[src/chg_seq_defines.vh]
`ifndef CHG_SEQ_DEFINES_VH
`define CHG_SEQ_DEFINES_VH

// clock rate and interval figures, in kHz, ms and cycles
`define CLK_KHZ         32'h0003D090
`define T_LDO_MS        32'h000000DC
`define T_QUAL_MS       32'h0000001E
`define T_RETRY_MS      32'h000007D0
`define T_DCD_MS        32'h00000258
`define IRQ_PULSE_CYC   16'h0100

// register byte addresses
`define ADDR_CTRL       8'h00
`define ADDR_ILIM       8'h04
`define ADDR_STATUS     8'h08

// control register fields and reset value
`define CTRL_HOST       0
`define CTRL_FORCE      1
`define CTRL_BOOST      2
`define CTRL_DP_LSB     4
`define CTRL_DM_LSB     6
`define CTRL_RST        8'h00

// status register fields
`define ST_INGOOD       0
`define ST_PG           1
`define ST_TYPE_LSB     2
`define ST_BSOFF        5
`define ST_LDO          6
`define ST_STATE_LSB    8

// input current limit codes, 100 mA per step from 100 mA
`define ILIM_RST        5'h04
`define ILIM_500MA      5'h04
`define ILIM_1000MA     5'h09
`define ILIM_1500MA     5'h0E
`define ILIM_2000MA     5'h13
`define ILIM_2100MA     5'h14
`define ILIM_2400MA     5'h17

// source type codes
`define TYPE_NONE       3'h0
`define TYPE_SDP        3'h1
`define TYPE_CDP        3'h2
`define TYPE_DCP        3'h3
`define TYPE_UNKNOWN    3'h5
`define TYPE_NONSTD     3'h6

// data line drive codes
`define DRV_HIZ         2'h0

`endif

[src/sync2.v]
`timescale 1ns/1ps
module sync2 #(
    parameter W = 1
) (
    input  wire         clock,   // system clock
    input  wire         sys_rst, // synchronous reset
    input  wire [W-1:0] d_in,    // asynchronous inputs
    output reg  [W-1:0] q_out    // synchronised inputs
);
    reg [W-1:0] meta_reg;

    // two stages; only the second stage is read
    always @(posedge clock) begin
        if (sys_rst) begin
            meta_reg <= {W{1'b0}};
            q_out    <= {W{1'b0}};
        end else begin
            meta_reg <= d_in;
            q_out    <= meta_reg;
        end
    end
endmodule

[src/hold_timer.v]
`timescale 1ns/1ps
module hold_timer #(
    parameter W = 32
) (
    input  wire         clock,   // system clock
    input  wire         sys_rst, // synchronous reset
    input  wire         run,     // condition being qualified
    input  wire [W-1:0] limit,   // cycles the condition must hold
    output reg          done     // condition held for limit cycles
);
    reg [W-1:0] cnt_reg;

    // any drop of the condition restarts the count from zero
    always @(posedge clock) begin
        if (sys_rst || !run) begin
            cnt_reg <= {W{1'b0}};
            done    <= 1'b0;
        end else if (cnt_reg == limit) begin
            done    <= 1'b1;
        end else begin
            cnt_reg <= cnt_reg + {{(W-1){1'b0}}, 1'b1};
        end
    end
endmodule

[src/charger_input_powerup_seq.v]
`timescale 1ns/1ps
`include "chg_seq_defines.vh"
module charger_input_powerup_seq #(
    parameter [31:0] LDO_DELAY_CYC = `T_LDO_MS * `CLK_KHZ,
    parameter [31:0] QUAL_CYC      = `T_QUAL_MS * `CLK_KHZ,
    parameter [31:0] RETRY_CYC     = `T_RETRY_MS * `CLK_KHZ,
    parameter [31:0] DCD_CYC       = `T_DCD_MS * `CLK_KHZ
) (
    input  wire        clock,                   // 250 MHz clock
    input  wire        sys_rst,                 // sync reset, high
    input  wire [7:0]  addr,                    // register address
    input  wire [31:0] wdata,                   // write data
    input  wire        wr,                      // write strobe
    input  wire        rd,                      // read strobe
    output reg  [31:0] rdata,                   // read data
    input  wire        input_uvlo_ok,           // input above uvlo
    input  wire        battery_uvlo_ok,         // battery above uvlo
    input  wire        input_supply_present,    // input present
    input  wire        above_sleep_margin,      // in > bat + margin
    input  wire        below_sleep_margin,      // in < bat + margin
    input  wire        input_below_ov,          // below overvoltage
    input  wire        input_above_min,         // above minimum
    input  wire        battery_above_depletion, // battery usable
    input  wire        battery_overcurrent,     // discharge over limit
    input  wire        supplement_mode,         // battery assisting
    input  wire        ship_exit_request,       // switch enable method
    input  wire        dcd_contact,             // data contact seen
    input  wire        bc_primary_hit,          // primary detect
    input  wire        bc_secondary_hit,        // secondary detect
    input  wire [2:0]  dplus_window,            // 2p7, 2p0, 1p2
    input  wire [2:0]  dminus_window,           // 2p7, 2p0, 1p2
    output reg         interface_ready,         // port accepts access
    output reg         battery_switch_on,       // battery switch
    output reg         internal_ldo_en,         // regulator enable
    output reg         input_switch_on,         // input blocking sw
    output reg         qualify_load_on,         // test load on input
    output reg         converter_enable,        // converter allowed
    output reg         converter_switching,     // switching active
    output reg         bc_detect_active,        // BC1.2 running
    output reg  [1:0]  dplus_drive_out,         // D+ drive setting
    output reg  [1:0]  dminus_drive_out,        // D- drive setting
    output reg  [4:0]  input_current_limit_out, // limit in force
    output reg         fast_clock_sel,          // 500 kHz domain sel
    output reg         host_irq_n               // irq, low pulse
);
    localparam S_HIZ   = 3'h0;
    localparam S_QUAL  = 3'h1;
    localparam S_RETRY = 3'h2;
    localparam S_DCD   = 3'h3;
    localparam S_PRI   = 3'h4;
    localparam S_SEC   = 3'h5;
    localparam S_NSTD  = 3'h6;
    localparam S_RUN   = 3'h7;

    localparam NIN = 23;

    wire [NIN-1:0] raw_in;
    wire [NIN-1:0] s_in;
    wire           ldo_cond_met;

    reg  [2:0]  state_reg;
    reg  [2:0]  state_next;
    reg  [31:0] tmr_reg;
    reg         uvlo_prev_reg;
    reg         por_reg;
    reg  [7:0]  ctrl_reg;
    reg  [4:0]  ilim_reg;
    reg         in_good_reg;
    reg         pg_reg;
    reg  [2:0]  type_reg;
    reg         bs_off_reg;
    reg  [15:0] irq_cnt_reg;
    reg         det_done;
    reg  [4:0]  det_ilim;
    reg  [2:0]  det_type;

    wire rst_all = sys_rst | por_reg;

    assign raw_in = {dminus_window, dplus_window, bc_secondary_hit,
                     bc_primary_hit, dcd_contact, ship_exit_request,
                     supplement_mode, battery_overcurrent,
                     battery_above_depletion, input_above_min,
                     input_below_ov, below_sleep_margin,
                     above_sleep_margin, input_supply_present,
                     battery_uvlo_ok, input_uvlo_ok, 3'h0};

    // comparators arrive from the analog side asynchronously
    sync2 #(.W(NIN)) u_sync (
        .clock   (clock),
        .sys_rst (sys_rst),
        .d_in    (raw_in),
        .q_out   (s_in)
    );

    wire uvlo_any  = s_in[3] | s_in[4];
    wire present   = s_in[5];
    wire above_slp = s_in[6];
    wire below_slp = s_in[7];
    wire below_ov  = s_in[8];
    wire above_min = s_in[9];
    wire bat_ok    = s_in[10];
    wire bat_oc    = s_in[11];
    wire supp      = s_in[12];
    wire ship_exit = s_in[13];
    wire dcd       = s_in[14];
    wire pri_hit   = s_in[15];
    wire sec_hit   = s_in[16];
    wire [2:0] dpw = s_in[19:17];
    wire [2:0] dmw = s_in[22:20];

    wire boost_sel = ctrl_reg[`CTRL_BOOST];
    wire host_mode = ctrl_reg[`CTRL_HOST];
    wire force_det = ctrl_reg[`CTRL_FORCE];

    // regulator conditions must hold without a break
    assign ldo_cond_met = present &
                          (boost_sel ? below_slp : above_slp);

    wire ldo_ok;
    hold_timer #(.W(32)) u_ldo_tmr (
        .clock   (clock),
        .sys_rst (rst_all),
        .run     (ldo_cond_met),
        .limit   (LDO_DELAY_CYC),
        .done    (ldo_ok)
    );

    // power-on reset on the rising edge of uvlo_any, when the first supply comes up
    always @(posedge clock) begin
        if (sys_rst) begin
            uvlo_prev_reg <= 1'b0;
            por_reg       <= 1'b0;
        end else begin
            uvlo_prev_reg <= uvlo_any;
            por_reg       <= uvlo_any & ~uvlo_prev_reg;
        end
    end

    wire tmr_qual  = (tmr_reg >= QUAL_CYC - 32'h1);
    wire tmr_retry = (tmr_reg >= RETRY_CYC - 32'h1);
    wire tmr_dcd   = (tmr_reg >= DCD_CYC - 32'h1);
    wire qual_bad  = !below_ov || !above_min;

    // adapter class: standard from the hits, non-standard from the line windows
    always @* begin
        det_ilim = `ILIM_500MA;
        det_type = `TYPE_UNKNOWN;
        if (dpw[2] && dmw[1]) begin
            det_ilim = `ILIM_2100MA;
            det_type = `TYPE_NONSTD;
        end else if (dpw[0] && dmw[0]) begin
            det_ilim = `ILIM_2000MA;
            det_type = `TYPE_NONSTD;
        end else if (dpw[1] && dmw[2]) begin
            det_ilim = `ILIM_1000MA;
            det_type = `TYPE_NONSTD;
        end else if (dpw[2] && dmw[2]) begin
            det_ilim = `ILIM_2400MA;
            det_type = `TYPE_NONSTD;
        end
        if (state_reg == S_PRI && !pri_hit) begin
            det_ilim = `ILIM_500MA;
            det_type = `TYPE_SDP;
        end else if (state_reg == S_SEC) begin
            det_ilim = sec_hit ? `ILIM_2400MA : `ILIM_1500MA;
            det_type = sec_hit ? `TYPE_DCP : `TYPE_CDP;
        end
    end

    // sequencing; loss of the regulator conditions aborts
    always @* begin
        state_next = state_reg;
        det_done   = 1'b0;
        case (state_reg)
            S_HIZ: begin
                if (ldo_ok) begin
                    state_next = S_QUAL;
                end
            end
            S_QUAL: begin
                if (qual_bad) begin
                    state_next = S_RETRY;
                end else if (tmr_qual) begin
                    state_next = S_DCD;
                end
            end
            S_RETRY: begin
                if (tmr_retry) begin
                    state_next = S_QUAL;
                end
            end
            S_DCD: begin
                if (dcd) begin
                    state_next = S_PRI;
                end else if (tmr_dcd) begin
                    state_next = S_NSTD;
                end
            end
            S_PRI: begin
                if (pri_hit) begin
                    state_next = S_SEC;
                end else begin
                    state_next = S_RUN;
                    det_done   = 1'b1;
                end
            end
            S_SEC: begin
                state_next = S_RUN;
                det_done   = 1'b1;
            end
            S_NSTD: begin
                state_next = S_RUN;
                det_done   = 1'b1;
            end
            S_RUN: begin
                if (force_det) begin
                    state_next = S_DCD;
                end
            end
            default: begin
                state_next = S_HIZ;
            end
        endcase
        if (!ldo_ok) begin
            state_next = S_HIZ;
            det_done   = 1'b0;
        end
    end

    // state and interval counter restart on every step
    always @(posedge clock) begin
        if (rst_all) begin
            state_reg <= S_HIZ;
            tmr_reg   <= 32'h0;
        end else begin
            state_reg <= state_next;
            if (state_next != state_reg) begin
                tmr_reg <= 32'h0;
            end else begin
                tmr_reg <= tmr_reg + 32'h1;
            end
        end
    end

    wire qual_pass = (state_reg == S_QUAL) && (state_next == S_DCD);
    wire wr_ctrl   = wr && (addr == `ADDR_CTRL);
    wire wr_ilim   = wr && (addr == `ADDR_ILIM);

    // registers and flags; a host write to the limit wins
    always @(posedge clock) begin
        if (rst_all) begin
            ctrl_reg    <= `CTRL_RST;
            ilim_reg    <= `ILIM_RST;
            in_good_reg <= 1'b0;
            pg_reg      <= 1'b0;
            type_reg    <= `TYPE_NONE;
        end else begin
            if (wr_ctrl) begin
                ctrl_reg[7:2] <= wdata[7:2];
                ctrl_reg[0]   <= wdata[0];
            end
            // force bit: a host set beats the device clear
            if (wr_ctrl && wdata[`CTRL_FORCE] && host_mode) begin
                ctrl_reg[`CTRL_FORCE] <= 1'b1;
            end else if (det_done || !host_mode) begin
                ctrl_reg[`CTRL_FORCE] <= 1'b0;
            end
            if (wr_ilim) begin
                ilim_reg <= wdata[4:0];
            end else if (det_done) begin
                ilim_reg <= det_ilim;
            end
            if (state_next == S_HIZ) begin
                in_good_reg <= 1'b0;
                pg_reg      <= 1'b0;
                type_reg    <= `TYPE_NONE;
            end else begin
                if (qual_pass) begin
                    in_good_reg <= 1'b1;
                end
                if (det_done) begin
                    pg_reg   <= 1'b1;
                    type_reg <= det_type;
                end
            end
        end
    end

    // battery switch: overcurrent trip latches open
    always @(posedge clock) begin
        if (rst_all) begin
            bs_off_reg        <= 1'b0;
            battery_switch_on <= 1'b0;
        end else begin
            if (supp && bat_oc) begin
                bs_off_reg <= 1'b1;
            end else if (present || ship_exit) begin
                bs_off_reg <= 1'b0;
            end
            if (supp && bat_oc) begin
                battery_switch_on <= 1'b0;
            end else if (bs_off_reg && !present && !ship_exit) begin
                battery_switch_on <= 1'b0;
            end else begin
                battery_switch_on <= bat_ok | present;
            end
        end
    end

    // power path outputs; all enables off while high-impedance, limit follows ilim_reg
    always @(posedge clock) begin
        if (rst_all) begin
            internal_ldo_en         <= 1'b0;
            input_switch_on         <= 1'b0;
            qualify_load_on         <= 1'b0;
            converter_enable        <= 1'b0;
            converter_switching     <= 1'b0;
            bc_detect_active        <= 1'b0;
            input_current_limit_out <= `ILIM_RST;
            fast_clock_sel          <= 1'b0;
        end else begin
            internal_ldo_en   <= (state_next != S_HIZ);
            input_switch_on   <= (state_next == S_RUN);
            qualify_load_on   <= (state_next == S_QUAL);
            converter_enable  <= (state_next == S_RUN) &&
                                 !force_det;
            converter_switching <= (state_next == S_RUN) &&
                                   !force_det && !below_slp;
            bc_detect_active  <= (state_next == S_DCD) ||
                                 (state_next == S_PRI) ||
                                 (state_next == S_SEC);
            input_current_limit_out <= ilim_reg;
            fast_clock_sel    <= (state_next != S_HIZ);
        end
    end

    // host drive gives way to BC1.2, masked on the edge detection starts
    always @(posedge clock) begin
        if (rst_all) begin
            dplus_drive_out  <= `DRV_HIZ;
            dminus_drive_out <= `DRV_HIZ;
        end else if (state_next == S_DCD || state_next == S_PRI ||
                     state_next == S_SEC) begin
            dplus_drive_out  <= `DRV_HIZ;
            dminus_drive_out <= `DRV_HIZ;
        end else begin
            dplus_drive_out  <= ctrl_reg[`CTRL_DP_LSB +: 2];
            dminus_drive_out <= ctrl_reg[`CTRL_DM_LSB +: 2];
        end
    end

    // long low pulse so a slow host still sees it
    always @(posedge clock) begin
        if (rst_all) begin
            irq_cnt_reg <= 16'h0;
            host_irq_n  <= 1'b1;
        end else begin
            if (qual_pass || det_done) begin
                irq_cnt_reg <= `IRQ_PULSE_CYC;
            end else if (irq_cnt_reg != 16'h0) begin
                irq_cnt_reg <= irq_cnt_reg - 16'h1;
            end
            host_irq_n <= !(qual_pass || det_done ||
                            irq_cnt_reg > 16'h1);
        end
    end

    // register read port; unmapped addresses read zero
    always @(posedge clock) begin
        if (rst_all) begin
            rdata           <= 32'h0;
            interface_ready <= 1'b0;
        end else begin
            interface_ready <= 1'b1;
            rdata           <= 32'h0;
            if (rd && addr == `ADDR_CTRL) begin
                rdata <= {24'h0, ctrl_reg};
            end else if (rd && addr == `ADDR_ILIM) begin
                rdata <= {27'h0, ilim_reg};
            end else if (rd && addr == `ADDR_STATUS) begin
                rdata <= {21'h0, state_reg, 1'b0, internal_ldo_en,
                          bs_off_reg, type_reg, pg_reg, in_good_reg};
            end
        end
    end
endmodule

[config.mk]
export PLATFORM = sky130hd
export DESIGN_NAME = charger_input_powerup_seq
export DESIGN_NICKNAME = d
export VERILOG_FILES = /design/src/sync2.v /design/src/hold_timer.v /design/src/charger_input_powerup_seq.v
export VERILOG_INCLUDE_DIRS = /design/src
export SDC_FILE = /design/constraint.sdc
export NUM_CORES = 1
export LEC_CHECK = 0
export BUFFER_PORTS_ARGS = -buffer_cell sky130_fd_sc_hd__buf_2
export CORE_MARGIN = 1
export CORE_UTILIZATION = 41
export DETAILED_ROUTE_END_ITERATION = 10
export GPL_TIMING_DRIVEN = 0
export HOLD_SLACK_MARGIN = 0.05
export PLACE_DENSITY = 0.67
export REMOVE_ABC_BUFFERS = 1
export SLEW_MARGIN = 15
export SYNTH_ARGS = -nofsm -noshare
export SYNTH_HDL_FRONTEND = slang
export SYNTH_HIERARCHICAL = 1
export SYNTH_SLANG_ARGS = --single-unit
[constraint.sdc]
create_clock -name clock -period 7.5 [get_ports clock]
set_clock_uncertainty 0.1 [all_clocks]
set_input_delay 1.125 -clock clock [delete_from_list [all_inputs] [get_ports clock]]
set_output_delay 1.125 -clock clock [all_outputs]
set_load 0.1 [all_outputs]
==> results_dict.tcl <==
set metrics [dict create \
    final_common_cell "dfxtp_1" \
    fp-row-count 50 \
    cts_made_buffers 17 \
    cts_setup_buffers 0 \
    grt_pass1_wl_um 27630 \
    die_x_um 140.1 \
    yosysWarnings 6 \
    grt_max_degree 45 \
    drt-initial-drc-count 298 \
    pre_cts_ws_ns 3.643 \
    ctsResizeCount 0 \
    viasPerCell 5.023 \
    wl_um 16580 \
    worstMarginPinSlew_ns 1.080 \
    post_drt_wl_per_cell_um 13.76 \
    hpwlAfterDp_um 11670 \
    grt_pass1_vias 5468 \
    drv_slew 0 \
    final_nets 1025 \
    powerDensity_mw_per_mm2 241.1 \
    timing.final.crit_period_ns 3.452 \
    cap_violations 0 \
    hold_buffers 0 \
    whs_path_depth 1 \
    swShare_pct 27.54 \
    dpl.cell_count 1172 \
    hold_viol_final 0 \
    antenna_found_initial 1 \
    max_freq_mhz 289.7 \
    start_util_pct 41.81 \
    io_buffers 69 \
    clkSinkCount 174 \
    syn_avg_cell_area_um2 8.958 \
    h-tree-depth 4 \
    crit_type "in -> reg" \
    pwr-share-seq_pct 46.7 \
    dr.pass1.iters 4 \
    routabilityCongestion 0.8108 \
    min_path_type "reg -> reg" \
    ir_drop_uv 151.1 \
    p_int_mw 1.552 \
    layout_common_cells "174 x dfxtp_1, 85 x nor2_1, 71 x nand2_1, 69 x buf_2, 63 x xor2_1" \
    layout-drive-gt1-share_pct 14.43 \
    pwr-share-clk_pct 39.3 \
    fp.coreArea_mm2 0.01871 \
    critPathArrivalTime_ns 3.61 \
    fin_setup_tns_ns 0 \
    cts-root-to-sink-buffers 2 \
    nFillCells 1824 \
    insertion_delay_ns 0.43 \
    syn2layout_area_growth_pct 13.58 \
    leakage_nw 3.454 \
    reg2reg_depth 7 \
    syn_inst 873 \
    required_ns 7.65 \
    die_area_mm2 0.01963 \
    die_height_um 140.1 \
    drc 0 \
    ioPinCount 115 \
    slew_headroom_pct 27.72 \
    grt_setup_unrepaired "false" \
    grt-ovfl-total 0 \
    ant_nets 0 \
    clk_pin_slew_ns 0.06 \
    min_period_over_period_pct 46.02 \
    power_mw 2.142 \
    syn_area_mm2 0.007820 \
    outcome "complete, no violations" \
    layout.cells.non_filler 1205 \
    setup_viol 0 \
    grt_use_total_pct 17.70 \
    end_kind "flop" \
    crit_path_start_kind "input port" \
    p_switching_mw 0.5898 \
    cp_max_fo 44 \
    cts_tree "built" \
    root_buffer "clkbuf_16" \
    worst_slack_ns 4.048 \
    pwr-share-comb_pct 14.0 \
    vias 6053 \
]
## worst max-delay path, stage by stage
cell	delay, ns
buf_2	0.32
or2_2	0.54
inv_1	0.44
nand3_1	0.42
a2111oi_0	0.75
## final cells by class
class | instances | area, µm² | share of cell area [%]
antenna | 1 | 2.502 | 0.02817
clock buffer | 21 | 460.4 | 5.184
clock inverter | 11 | 111.4 | 1.254
inverter | 14 | 52.55 | 0.5916
multi-input combinational | 681 | 4134 | 46.54
sequential | 174 | 3483 | 39.22
tap | 234 | 292.8 | 3.296
timing repair buffer | 69 | 345.3 | 3.888
## power by group through the flow
stage               registers [mW]  clock network [mW]  logic [mW]
global route                  1.01               0.907       0.332
global placement              1.02                   0       0.296
floorplan                     1.04                   0       0.228
finish                        1.00               0.842       0.300
CTS                           1.00               0.863       0.302
detailed placement            1.02                   0       0.300
## worst paths after layout
check                start         end  slack, ns
max                sys_rst    rdata[4]       4.05
max reg2reg    tmr_reg[30]  tmr_reg[3]       4.14
min          uvlo_prev_reg     por_reg       0.29
min reg2reg  uvlo_prev_reg     por_reg       0.29
## layer usage
layer	up-vias	share of wire [%]	track usage, %
met3	12	4.1	4.239
met4	0	1.2	6.015
li1	3154	-	-
met5	-	0	0
met2	132	43	26.03
met1	2755	52	25.20
## through the flow
| step | util, % | instance area, µm² | hold slack (ns) |
|---|---|---|---|
| final | 47.48 | 8882 | 0.2864 |
| after global routing | 47.48 | 8882 | 0.3075 |
| after detailed placement | 44.40 | 8305 | 0.2829 |
| after CTS | 47.46 | 8877 | 0.2875 |
| after floorplan | - | 7667 | 0.2732 |
| after global placement | 44.40 | 8305 | 0.2780 |
No activity file was read; power rests on OpenSTA's default activity.
